--- config.mk ---
export PLATFORM = sky130hd
export DESIGN_NAME = pwm_dac_top
export DESIGN_NICKNAME = d
export VERILOG_FILES = /design/src/logic/pwm_dac_pkg.sv /design/src/logic/timer_prescaler.sv /design/src/logic/pwm_channel.sv /design/src/logic/pwm_dac_top.sv
export SDC_FILE = /design/constraint.sdc
export NUM_CORES = 1
export LEC_CHECK = 0
export BUFFER_PORTS_ARGS = -buffer_cell sky130_fd_sc_hd__buf_2
export CAP_MARGIN = 20
export CORE_MARGIN = 4
export CORE_UTILIZATION = 55
export DETAILED_ROUTE_END_ITERATION = 10
export GPL_ROUTABILITY_DRIVEN = 0
export HOLD_SLACK_MARGIN = 0.03
export PLACE_DENSITY = 0.87
export RECOVER_POWER = 25
export SYNTH_ARGS = -nofsm -noshare
export SYNTH_HDL_FRONTEND = slang
export SYNTH_SLANG_ARGS = --single-unit
--- constraint.sdc ---
create_clock -name clock -period 3.7 [get_ports clock]
set_input_delay 0.74 -clock clock [delete_from_list [all_inputs] [get_ports clock]]
set_output_delay 0.74 -clock clock [all_outputs]
set_load 0.005 [all_outputs]
--- src/logic/pwm_dac_pkg.sv ---
/*
 * shared constants, carrier types and step decoding for the dual
 * pulse length dac.
 * assumes a 32-bit axi4-lite register bus and a 250 mhz cpu clock.
 */
package pwm_dac_pkg;

    // bus geometry
    localparam int DATA_W = 32;
    localparam int ADDR_W = 12;
    localparam int DUTY_W = 8;

    // register indices; byte address is four times the index
    localparam logic [7:0] IDX_DUTY_A = 8'h0A;
    localparam logic [7:0] IDX_DUTY_B = 8'h0B;
    localparam logic [7:0] IDX_MISC = 8'h0C;
    localparam logic [7:0] IDX_STATUS = 8'h0D;
    localparam logic [ADDR_W-1:0] ADDR_DUTY_A = {2'b00, IDX_DUTY_A, 2'b00};
    localparam logic [ADDR_W-1:0] ADDR_DUTY_B = {2'b00, IDX_DUTY_B, 2'b00};
    localparam logic [ADDR_W-1:0] ADDR_MISC = {2'b00, IDX_MISC, 2'b00};
    localparam logic [ADDR_W-1:0] ADDR_STATUS = {2'b00, IDX_STATUS, 2'b00};

    // misc control field positions
    localparam int BIT_RATE_A = 3;
    localparam int BIT_RATE_B = 2;
    localparam int BIT_SLOW_MODE = 1;

    // status field positions
    localparam int STAT_OUT_A = 0;
    localparam int STAT_OUT_B = 1;
    localparam int STAT_STOPPED = 2;

    // reset values
    localparam logic [DUTY_W-1:0] DUTY_RESET = 8'h00;

    // timebase figures, in cpu clocks and timer clocks
    localparam int CPU_PER_TIMER = 4;
    localparam int BUS_SLOW_DIV = 16;
    localparam int FAST_CYCLE = 256;
    localparam int SLOW_CYCLE = 4096;
    localparam int STEP_FAST_CPU = 4;
    localparam int STEP_SLOW_CPU = 64;
    localparam int STEP_SLOW_TIMER = STEP_SLOW_CPU / CPU_PER_TIMER;
    localparam int SLOW_SHIFT = $clog2(STEP_SLOW_TIMER);
    localparam int COUNT_W = $clog2(SLOW_CYCLE);

    // axi responses
    localparam logic [1:0] RESP_OKAY = 2'b00;
    localparam logic [1:0] RESP_SLVERR = 2'b10;

    // shared timer counter and its advance strobe
    typedef struct packed {
        logic tick;
        logic [COUNT_W-1:0] count;
    } timebase_t;

    // per-channel settings from software
    typedef struct packed {
        logic slow;
        logic [DUTY_W-1:0] duty;
    } chan_cfg_t;

    // step within the cycle: one timer clock fast, sixteen slow
    function automatic logic [DUTY_W-1:0] step_index(
        input logic [COUNT_W-1:0] c,
        input logic slow
    );
        logic [COUNT_W-1:0] shifted;
        shifted = c >> SLOW_SHIFT;
        step_index = slow ? shifted[DUTY_W-1:0] : c[DUTY_W-1:0];
    endfunction

    // last timer clock of a repetition cycle
    function automatic logic cycle_end(
        input logic [COUNT_W-1:0] c,
        input logic slow
    );
        cycle_end = slow ? (c == COUNT_W'(SLOW_CYCLE - 1))
                         : (c[DUTY_W-1:0] == DUTY_W'(FAST_CYCLE - 1));
    endfunction

endpackage

--- src/logic/timer_prescaler.sv ---
/*
 * bus clock slow-down, divide-by-four timer clock and the shared
 * free-running timer counter that paces both channels.
 * assumes run already folds in clock enable and stop.
 */
`timescale 1ns/1ps
module timer_prescaler
(
    // clock and reset
    input wire logic clock,
    input wire logic reset_n,
    // control
    input wire logic run,
    input wire logic slowMode,
    input wire logic timerReset,
    // timebase out
    output pwm_dac_pkg::timebase_t tb
);
    import pwm_dac_pkg::*;

    logic [3:0] busDiv_q; // slow-mode bus divider
    logic [1:0] preDiv_q; // cpu to timer divider
    logic [COUNT_W-1:0] count_q; // timer counter
    logic cpuTick; // one effective cpu clock
    logic timerTick; // one timer clock

    // slow mode lets one cpu clock through in sixteen
    assign cpuTick = !slowMode || (busDiv_q == 4'(BUS_SLOW_DIV - 1));
    // timer clock every fourth cpu clock
    assign timerTick = cpuTick && (preDiv_q == 2'(CPU_PER_TIMER - 1));

    // bus divider
    always_ff @(posedge clock or negedge reset_n)
    begin
        if (!reset_n)
            busDiv_q <= 4'h0;
        else if (run)
            busDiv_q <= slowMode ? busDiv_q + 4'h1 : 4'h0;
    end

    // prescaler and counter; a timer reset shifts both channels
    always_ff @(posedge clock or negedge reset_n)
    begin
        if (!reset_n)
        begin
            preDiv_q <= 2'b00;
            count_q <= '0;
        end
        else if (run)
        begin
            if (timerReset)
            begin
                preDiv_q <= 2'b00;
                count_q <= '0;
            end
            else if (cpuTick)
            begin
                preDiv_q <= preDiv_q + 2'b01;
                if (timerTick)
                    count_q <= count_q + COUNT_W'(1);
            end
        end
    end

    // the strobe is gated so a frozen or cleared timer loads no duty
    assign tb = '{tick: run && !timerReset && timerTick, count: count_q};

endmodule // timer_prescaler

--- src/logic/pwm_channel.sv ---
/*
 * one pulse length channel: active duty buffer and output compare.
 * assumes the shared timebase and a run enable from the top.
 */
`timescale 1ns/1ps
module pwm_channel
(
    // clock and reset
    input wire logic clock,
    input wire logic reset_n,
    // timebase and settings
    input wire logic run,
    input pwm_dac_pkg::timebase_t tb,
    input pwm_dac_pkg::chan_cfg_t cfg,
    // output pin level
    output logic pinOut
);
    import pwm_dac_pkg::*;

    logic [DUTY_W-1:0] active_q; // duty in use this cycle
    logic [DUTY_W-1:0] stepNow; // step within the cycle

    // 256 steps in either rate
    assign stepNow = step_index(tb.count, cfg.slow);

    // buffered duty taken only at the end of a whole cycle
    always_ff @(posedge clock or negedge reset_n)
    begin
        if (!reset_n)
            active_q <= DUTY_RESET;
        else if (tb.tick && cycle_end(tb.count, cfg.slow))
            active_q <= cfg.duty;
    end

    // high while step below duty; held when not running
    always_ff @(posedge clock or negedge reset_n)
    begin
        if (!reset_n)
            pinOut <= 1'b0;
        else if (run)
            pinOut <= stepNow < active_q;
    end

endmodule // pwm_channel

--- src/logic/pwm_dac_top.sv ---
/*
 * dual pulse length dac: axi4-lite register slave, stop handling,
 * system slow mode bit and the two channel instances.
 * assumes axi signals on the clock domain; stopRequest is an
 * asynchronous pin; timerReset comes from timer logic on this clock.
 */
// Chosen here: register access over AXI4-Lite.
`timescale 1ns/1ps

module pwm_dac_top
(
    // clock, reset and enable
    input wire logic clock,
    input wire logic reset_n,
    input wire logic clockEnable,
    // axi4-lite write address
    input wire logic awvalid,
    output logic awready,
    input wire logic [pwm_dac_pkg::ADDR_W-1:0] awaddr,
    input wire logic [2:0] awprot,
    // axi4-lite write data
    input wire logic wvalid,
    output logic wready,
    input wire logic [pwm_dac_pkg::DATA_W-1:0] wdata,
    input wire logic [3:0] wstrb,
    // axi4-lite write response
    output logic bvalid,
    input wire logic bready,
    output logic [1:0] bresp,
    // axi4-lite read address
    input wire logic arvalid,
    output logic arready,
    input wire logic [pwm_dac_pkg::ADDR_W-1:0] araddr,
    input wire logic [2:0] arprot,
    // axi4-lite read data
    output logic rvalid,
    input wire logic rready,
    output logic [pwm_dac_pkg::DATA_W-1:0] rdata,
    output logic [1:0] rresp,
    // device state and timer
    input wire logic stopRequest,
    input wire logic timerReset,
    // outputs
    output logic pwmChannelA,
    output logic pwmChannelB,
    output logic systemSlowMode
);
    import pwm_dac_pkg::*;

    // write channel capture
    logic awHave_q; // address held
    logic wHave_q; // data held
    logic [ADDR_W-1:0] awAddr_q; // held write address
    logic [DUTY_W-1:0] wByte_q; // held low data byte
    logic wLane_q; // low byte lane enabled
    logic doWrite; // both halves present, response free

    // software registers
    logic [DUTY_W-1:0] dutyA_q; // buffered duty a
    logic [DUTY_W-1:0] dutyB_q; // buffered duty b
    logic rateSelectA_q; // channel a slow rate
    logic rateSelectB_q; // channel b slow rate
    logic slowMode_q; // system slow mode

    // stop pin synchroniser and edge
    logic stopMeta_q; // first stage, read only by the second
    logic stopSync_q; // second stage
    logic stopPrev_q; // previous synchronised level
    logic stopEntry; // rising edge of stop

    // running state
    logic run; // clock enabled and not stopped
    timebase_t tb; // shared timer
    chan_cfg_t cfgA; // channel a settings
    chan_cfg_t cfgB; // channel b settings
    logic [DUTY_W-1:0] readByte; // decoded read value
    logic readHit; // read address mapped
    logic writeHit; // write address mapped

    // address decode shared by both directions
    function automatic logic mapped(input logic [ADDR_W-1:0] a);
        mapped = (a == ADDR_DUTY_A) || (a == ADDR_DUTY_B)
              || (a == ADDR_MISC) || (a == ADDR_STATUS);
    endfunction

    //------------------------------------------------------------
    // stop pin: two flip-flops, then an edge detector on the second
    // the first stage may go metastable, so only the second reads it
    always_ff @(posedge clock or negedge reset_n)
    begin
        if (!reset_n)
        begin
            stopMeta_q <= 1'b0;
            stopSync_q <= 1'b0;
            stopPrev_q <= 1'b0;
        end
        else if (clockEnable)
        begin
            stopMeta_q <= stopRequest;
            stopSync_q <= stopMeta_q;
            stopPrev_q <= stopSync_q;
        end
    end

    // entry to stop seen once per request
    assign stopEntry = stopSync_q && !stopPrev_q;

    // there is no wait input: wait leaves the timebase running
    // stop freezes timebase and outputs; wait has no hold here
    assign run = clockEnable && !stopSync_q;

    //------------------------------------------------------------
    // write handshakes: ready while the slot is empty
    // a held half refuses a second one until doWrite consumes it
    assign awready = clockEnable && !awHave_q;
    assign wready = clockEnable && !wHave_q;
    assign doWrite = clockEnable && awHave_q && wHave_q && !bvalid;
    assign writeHit = mapped(awAddr_q);

    // capture write address, in either order with the data
    always_ff @(posedge clock or negedge reset_n)
    begin
        if (!reset_n)
        begin
            awHave_q <= 1'b0;
            awAddr_q <= '0;
        end
        else if (clockEnable)
        begin
            if (awvalid && awready)
            begin
                awHave_q <= 1'b1;
                awAddr_q <= awaddr;
            end
            else if (doWrite)
                awHave_q <= 1'b0;
        end
    end

    // capture write data and its low byte lane
    always_ff @(posedge clock or negedge reset_n)
    begin
        if (!reset_n)
        begin
            wHave_q <= 1'b0;
            wByte_q <= '0;
            wLane_q <= 1'b0;
        end
        else if (clockEnable)
        begin
            if (wvalid && wready)
            begin
                wHave_q <= 1'b1;
                wByte_q <= wdata[DUTY_W-1:0];
                wLane_q <= wstrb[0];
            end
            else if (doWrite)
                wHave_q <= 1'b0;
        end
    end

    // write response one cycle after both halves are held
    always_ff @(posedge clock or negedge reset_n)
    begin
        if (!reset_n)
        begin
            bvalid <= 1'b0;
            bresp <= RESP_OKAY;
        end
        else if (clockEnable)
        begin
            if (doWrite)
            begin
                bvalid <= 1'b1;
                bresp <= writeHit ? RESP_OKAY : RESP_SLVERR;
            end
            else if (bready)
                bvalid <= 1'b0;
        end
    end

    //------------------------------------------------------------
    // duty registers: writes land in the buffer only
    always_ff @(posedge clock or negedge reset_n)
    begin
        if (!reset_n)
        begin
            dutyA_q <= DUTY_RESET;
            dutyB_q <= DUTY_RESET;
        end
        else if (doWrite && wLane_q)
        begin
            if (awAddr_q == ADDR_DUTY_A)
                dutyA_q <= wByte_q;
            if (awAddr_q == ADDR_DUTY_B)
                dutyB_q <= wByte_q;
        end
    end

    // a mid-cycle change moves the step index at once, so software
    // must settle the rates before it loads new duty values
    // rate selects act at once, with no buffer
    always_ff @(posedge clock or negedge reset_n)
    begin
        if (!reset_n)
        begin
            rateSelectA_q <= 1'b0;
            rateSelectB_q <= 1'b0;
        end
        else if (doWrite && wLane_q && awAddr_q == ADDR_MISC)
        begin
            rateSelectA_q <= wByte_q[BIT_RATE_A];
            rateSelectB_q <= wByte_q[BIT_RATE_B];
        end
    end

    // system slow mode; stop entry clears it ahead of software
    always_ff @(posedge clock or negedge reset_n)
    begin
        if (!reset_n)
            slowMode_q <= 1'b0;
        else if (clockEnable)
        begin
            if (stopEntry)
                slowMode_q <= 1'b0;
            else if (doWrite && wLane_q && awAddr_q == ADDR_MISC)
                slowMode_q <= wByte_q[BIT_SLOW_MODE];
        end
    end

    // bus clock select out: high means sixteen times slower
    assign systemSlowMode = slowMode_q;

    //------------------------------------------------------------
    // read handshake: one read in flight
    assign arready = clockEnable && !rvalid;
    assign readHit = mapped(araddr);

    // read value decode; unused bits read as zero
    // status bits are live levels, taken when the address is accepted
    always_comb
    begin
        readByte = '0;
        unique case (araddr)
            ADDR_DUTY_A: readByte = dutyA_q;
            ADDR_DUTY_B: readByte = dutyB_q;
            ADDR_MISC:
            begin
                readByte[BIT_RATE_A] = rateSelectA_q;
                readByte[BIT_RATE_B] = rateSelectB_q;
                readByte[BIT_SLOW_MODE] = slowMode_q;
            end
            ADDR_STATUS:
            begin
                readByte[STAT_OUT_A] = pwmChannelA;
                readByte[STAT_OUT_B] = pwmChannelB;
                readByte[STAT_STOPPED] = stopSync_q;
            end
            default: readByte = '0;
        endcase
    end

    // read data registered one cycle after the address is taken
    always_ff @(posedge clock or negedge reset_n)
    begin
        if (!reset_n)
        begin
            rvalid <= 1'b0;
            rdata <= '0;
            rresp <= RESP_OKAY;
        end
        else if (clockEnable)
        begin
            if (arvalid && arready)
            begin
                rvalid <= 1'b1;
                rdata <= {{(DATA_W - DUTY_W){1'b0}}, readByte};
                rresp <= readHit ? RESP_OKAY : RESP_SLVERR;
            end
            else if (rready)
                rvalid <= 1'b0;
        end
    end

    //------------------------------------------------------------
    // the prescaler sees run, so stop and clock enable freeze it too
    // shared timer: slow mode, divide by four, counter
    timer_prescaler u_timer
    (
        .clock(clock),
        .reset_n(reset_n),
        .run(run),
        .slowMode(slowMode_q),
        .timerReset(timerReset),
        .tb(tb)
    );

    // channel settings; duty is buffered again inside each channel
    assign cfgA = '{slow: rateSelectA_q, duty: dutyA_q};
    assign cfgB = '{slow: rateSelectB_q, duty: dutyB_q};

    // channel a on the shared timer
    pwm_channel u_chanA
    (
        .clock(clock),
        .reset_n(reset_n),
        .run(run),
        .tb(tb),
        .cfg(cfgA),
        .pinOut(pwmChannelA)
    );

    // channel b on the shared timer
    pwm_channel u_chanB
    (
        .clock(clock),
        .reset_n(reset_n),
        .run(run),
        .tb(tb),
        .cfg(cfgB),
        .pinOut(pwmChannelB)
    );

endmodule // pwm_dac_top

==> impl_metrics.env, run 1 <==
export IMPL_outcome="finished with violations"
export IMPL_violations="max-capacitance violations, max-slew violations"
export IMPL_insertion_delay_ns=0.37
export IMPL_hold_viol=0
export IMPL_stdcell_area_mm2=0.00538
export IMPL_grt_total_usage=0.208
export IMPL_cts_resized=0
export IMPL_nNetsFinal=599
export IMPL_clk_pin_slew_worst_paths_ns=0.09
export IMPL_netlist_area_leader_share=0.477
export IMPL_drtAntennaViolNets=0
export IMPL_start_kind="primary input"
export IMPL_required_ns=3.96
export IMPL_final_common_cell="dfrtp_1"
export IMPL_netlist_cell_type_count=54
export IMPL_die_area_mm2=0.0104
export IMPL_holdBufCountCts=0
export IMPL_final_cell_mix="dfrtp_1, mux2_2, buf_2, nand2_1"
export IMPL_crit_type="primary input to register"
export IMPL_synth_area_leader_cell="dfrtp_1"
export IMPL_die_h_um=102
export IMPL_synth_edf_count=0
export IMPL_cts_tree="done"
export IMPL_period_share=0.704
export IMPL_max_slew_worst_pin_slew_ns=2.47
export IMPL_viasPerCell=5.70
export IMPL_fmax_mhz=384
export IMPL_die_w_um=102
export IMPL_critPathMaxFanout=19
export IMPL_worstSetupEndpointType="register"
export IMPL_rsz0062_at_grt="false"
export IMPL_portBuffers=60
export IMPL_crit_arrival_ns=2.86
export IMPL_slowest_delay_ns=0.53
export IMPL_diodes=0
export IMPL_drv_slew=46
export IMPL_slew_headroom=-0.645
export IMPL_synth_warnings=0
export IMPL_start_util=0.562
export IMPL_firstDrtPassIters=4
export IMPL_rows=34
export IMPL_detail_route_wl_per_cell_um=16.5
export IMPL_num_vias=3521
export IMPL_setup_viol=0
export IMPL_syn_area_mm2=0.00488
export IMPL_route_detailed_drc=0
export IMPL_syn_inst=449
export IMPL_multiInputGateArea_mm2=0.00229
export IMPL_irDropWorstVdd_mv=0.379
export IMPL_synthFlopType="dfrtp_1"
export IMPL_p_per_area_mw_per_mm2=465
export IMPL_area_delta_synth_final_pct=10.2
export IMPL_p_leak_uw=0.00253
export IMPL_synth_area_top_cells="dfrtp_1, mux2_2, ha_1, buf_4, nand2_1"
export IMPL_grt_pass1_wl_um=16800
export IMPL_grt_pass1_vias=3536
export IMPL_htreeDepth=3
export IMPL_min_path_type="register to register"
export IMPL_grt_start_max_net_pins=46
export IMPL_ys_seq_area_frac=0.477
export IMPL_io_pins=120
export IMPL_dpl_hpwl_um=7750
export IMPL_seqCellArea_mm2=0.00233
export IMPL_cap_violations=1
export IMPL_drt_iter0_markers=177
export IMPL_cts_sinks=93
export IMPL_synth_seq_cells=93
export IMPL_setup_tns_ns=0
export IMPL_cts_buffer_depth=2
export IMPL_crit_chain="clkbuf_1, nand4b_1, or3_1, nor3_4, mux2_2"
export IMPL_avgSynthCellArea_um2=10.9
export IMPL_cp_slowest_cell="clkbuf_1"
export IMPL_cts_made_buffers=9
export IMPL_drt_wl_total_um=10200
export IMPL_root_buffer="clkbuf_8"
export IMPL_drive_above_1_share=0.308
export IMPL_fillers=682
export IMPL_dpl_cell_area_mm2=0.00518
export IMPL_post_cts_buffers=0
export IMPL_skew_ns=0.00831
export IMPL_period_needed_ns=2.60
export IMPL_synthArstFlopShare=1.00
export IMPL_antenna_found_initial=0
export IMPL_overflow=0
export IMPL_core_mm2=0.00868
==> power breakdown <==
group / internal, uW / total [uW] / switching, uW / leakage (uW)
clock: 350 / 710 / 360 / 0.000106
sequential: 1190 / 1350 / 156 / 0.00122
combinational: 234 / 443 / 209 / 0.00120
total: 1780 / 2500 / 725 / 0.00253
==> cells by family after synthesis <==
kind of cell / synth area share
adders and majority gates: 0.0436
AOI/OAI and AO/OA: 0.106
buffers and inverters: 0.0728
DFF: 0.477
xor gates and xnor gates: 0.00359
other: 0.000768
and+or+nand+nor: 0.123
muxes: 0.173
==> routing by layer <==
layer	global-route usage	routed length, um	up-vias
li1	-	-	1657
met1	0.262	4240	1742
met2	0.348	5160	102
met3	0.0423	515	20
met4	0.0928	253	0
met5	0	0	-
==> worst max-delay path: cells and delay by family <==
kind          cells  cell delay (ns)
buf+inv           1             0.53
simple gates      3             1.19
mux               1             0.40
==> flip-flops by register name (all words and copies together) (netlist names), 2 cells and up <==
| name | cells |
|---|---|
| u_timer.busDiv_q | 4 |
| wByte_q | 8 |
| awAddr_q | 12 |
| rdata | 8 |
| u_chanB.active_q | 8 |
| u_timer.count_q | 12 |
| dutyB_q | 8 |
| u_chanA.active_q | 8 |
| dutyA_q | 8 |
| u_timer.preDiv_q | 2 |
==> worst paths after layout <==
path / start / to / slack (ns) / cells after the start
worst min-delay path: rdata[7]$_DFFE_PN0P_ / rdata[7]$_DFFE_PN0P_ / 0.50 / 2
worst max-delay path: clockEnable / dutyA_q[3]$_DFFE_PN0P_ / 1.10 / 5
worst max register to register: u_timer.busDiv_q[0]$_DFFE_PN0N_ / u_chanB.active_q[6]$_DFFE_PN0P_ / 1.53 / 5
worst min register to register: rdata[7]$_DFFE_PN0P_ / rdata[7]$_DFFE_PN0P_ / 0.50 / 2
max in group asynchronous: reset_n / systemSlowMode$_DFFE_PN0P_ / 1.17 / 2
min in group asynchronous: reset_n / u_timer.count_q[11]$_DFFE_PN0P_ / 1.12 / 1
==> cell usage after synthesis, drive strengths merged (2+ instances only) <==
library cell / n
ha: 17
nor3: 4
a21oi: 17
nor4: 3
o31ai: 3
a31oi: 7
or3: 3
o21a: 2
nand4b: 2
clkbuf: 12
nor2b: 7
nand4: 6
mux2i: 8
a22oi: 4
nor4b: 2
mux2: 68
nand2: 44
nand2b: 3
inv: 24
o21ai: 26
buf: 31
a31o: 2
nand3b: 3
o211ai: 6
dfrtp: 93
nor2: 16
a22o: 2
a211oi: 4
nand3: 12
==> per-stage QoR <==
step           hold slack (ns)  cells  utilization  total power [uW]  setup WS (ns)
2_1_floorplan            0.444    474            -              1650           1.45
3_5_place_dp             0.484    603        0.596              1810           1.06
3_3_place_gp             0.464    603        0.596              1760           1.11
5_1_grt                  0.528    618        0.620              2640          0.690
6_report                 0.501    618        0.620              2500           1.10
4_1_cts                  0.379    618        0.620              2510           1.43
==> cell type report <==
| type | count | area share |
|---|---|---|
| flip-flops and latches | 93 | 0.433 |
| multi-input cells | 314 | 0.426 |
| repair buffers | 64 | 0.0609 |
| clock buffers | 11 | 0.0281 |
| well taps | 108 | 0.0251 |
| inverters | 24 | 0.0167 |
| clock inverters | 4 | 0.0105 |
No activity file was read; power rests on OpenSTA's default activity.
==> run 2: changes to the inputs <==
- CORE_UTILIZATION: 55 -> 54
- PLACE_DENSITY: 0.87 -> 0.86
- clock period: 3.7 -> 2.7 ns (I/O delays scaled with it)
==> impl_metrics.env, run 2 (same netlist as run 1, synthesis figures left out) <==
export IMPL_root_buffer="clkbuf_8"
export IMPL_diodes=0
export IMPL_total_power_uw=3600
export IMPL_route_detailed_drc=0
export IMPL_setup_viol=0
export IMPL_required_ns=2.94
export IMPL_max_slew_worst_pin_slew_ns=1.24
export IMPL_num_vias=3635
export IMPL_seqCellArea_mm2=0.00233
export IMPL_ff2ff_setup_slack_ns=0.47
export IMPL_firstDrtPassIters=5
export IMPL_p_per_area_mw_per_mm2=662
export IMPL_insertion_delay_ns=0.36
export IMPL_fmax_mhz=449
export IMPL_antenna_found_initial=0
export IMPL_io_pins=120
export IMPL_drt_wl_total_um=10900
export IMPL_outcome="finished, final reports clean"
export IMPL_irDropWorstVdd_mv=0.450
export IMPL_cts_made_buffers=9
export IMPL_cap_violations=0
export IMPL_detail_route_wl_per_cell_um=17.5
export IMPL_clk_pin_slew_worst_paths_ns=0.09
export IMPL_rows=34
export IMPL_period_needed_ns=2.23
export IMPL_crit_type="register to register"
export IMPL_grt_total_usage=0.215
export IMPL_viasPerCell=5.83
export IMPL_portBuffers=60
export IMPL_cts_resized=0
export IMPL_holdWs_ns=0.405
export IMPL_fillers=684
export IMPL_slew_headroom=0.171
export IMPL_grt_start_max_net_pins=52
export IMPL_min_path_type="primary input to register"
export IMPL_cts_buffer_depth=2
export IMPL_die_h_um=103
export IMPL_drv_slew=0
export IMPL_setup_tns_ns=0
export IMPL_cts_sinks=93
export IMPL_hold_viol=0
export IMPL_crit_arrival_ns=2.47
export IMPL_die_area_mm2=0.0106
export IMPL_nNetsFinal=604
export IMPL_drive_above_1_share=0.317
export IMPL_rsz0062_at_grt="false"
export IMPL_htreeDepth=3
export IMPL_drt_iter0_markers=232
export IMPL_core_mm2=0.00876
export IMPL_p_leak_uw=0.00257
export IMPL_worstSetupEndpointType="register"
export IMPL_overflow=0
export IMPL_final_core_util=0.622
export IMPL_grt_pass1_vias=3673
export IMPL_period_share=0.826
export IMPL_drtAntennaViolNets=0
export IMPL_die_w_um=103
export IMPL_grt_pass1_wl_um=17700
export IMPL_critPathMaxFanout=8
export IMPL_dpl_cell_area_mm2=0.00521
export IMPL_multiInputGateArea_mm2=0.00229
export IMPL_post_cts_buffers=0
export IMPL_start_kind="register"
export IMPL_area_delta_synth_final_pct=11.6
export IMPL_holdBufCountCts=0
export IMPL_start_util=0.557
export IMPL_final_common_cell="dfrtp_1"
export IMPL_dpl_hpwl_um=8020
export IMPL_cts_tree="done"
export IMPL_final_cell_mix="dfrtp_1, mux2_2, buf_2, nand2_1"
export IMPL_reg_top3="awAddr_q x12, u_timer.count_q x12"
export IMPL_stdcell_area_mm2=0.00545
export IMPL_skew_ns=0.00949
==> run 2: changes by cell type in the layout (fill, tap and decap cells not counted), sizes merged <==
cell    change
inv         +2
buf         +5
bufinv      +2
clkinv      -2
clkbuf      -2
==> run 2: report_power, final <==
part           switching [uW]  internal, uW  leakage (uW)
Sequential                218          1630       0.00122
Clock                     504           620      0.000121
Combinational             303           326       0.00123
Total                    1030          2580       0.00257
==> run 2: layout make-up <==
cell class,instances,share of cell area
Clock buffer,9,0.0227
Sequential cell,93,0.427
Tap cell,108,0.0248
Clock inverter,6,0.0214
Inverter,24,0.0165
Multi-Input combinational cell,314,0.421
Timing Repair Buffer,69,0.0668
==> run 2: layer usage <==
metal	GRT usage	up-vias	part of all wire
li1	-	1674	-
met1	0.272	1805	0.41
met2	0.373	141	0.51
met3	0.0311	15	0.060
met4	0.0807	0	0.016
met5	0	-	0
==> run 2: critical path, stage by stage, from the launching register on <==
cell	delay, ns
dfrtp_1	0.40
ha_1	0.21
nand3_1	0.26
a21oi_1	0.51
nand3_2	0.36
mux2_2	0.38
==> run 2: final timing paths <==
check                                                      from                              end  cells past startpoint
worst max register to register  u_timer.busDiv_q[0]$_DFFE_PN0N_  u_chanB.active_q[4]$_DFFE_PN0P_                      5
max in group asynchronous                               reset_n         awAddr_q[11]$_DFFE_PN0P_                      2
min in group asynchronous                               reset_n  u_timer.preDiv_q[0]$_DFFE_PN0P_                      1
worst min-delay path                                  awaddr[6]          awAddr_q[6]$_DFFE_PN0P_                      2
worst min register to register             rdata[6]$_DFFE_PN0P_             rdata[6]$_DFFE_PN0P_                      2
worst max-delay path            u_timer.busDiv_q[0]$_DFFE_PN0N_  u_chanB.active_q[4]$_DFFE_PN0P_                      5
==> run 2: stage by stage <==
stage	setup WS (ns)	cells
after floorplan	0.654	474
after global placement	0.424	608
after detailed placement	0.355	608
after CTS	0.456	623
after global routing	0.299	623
final	0.471	623
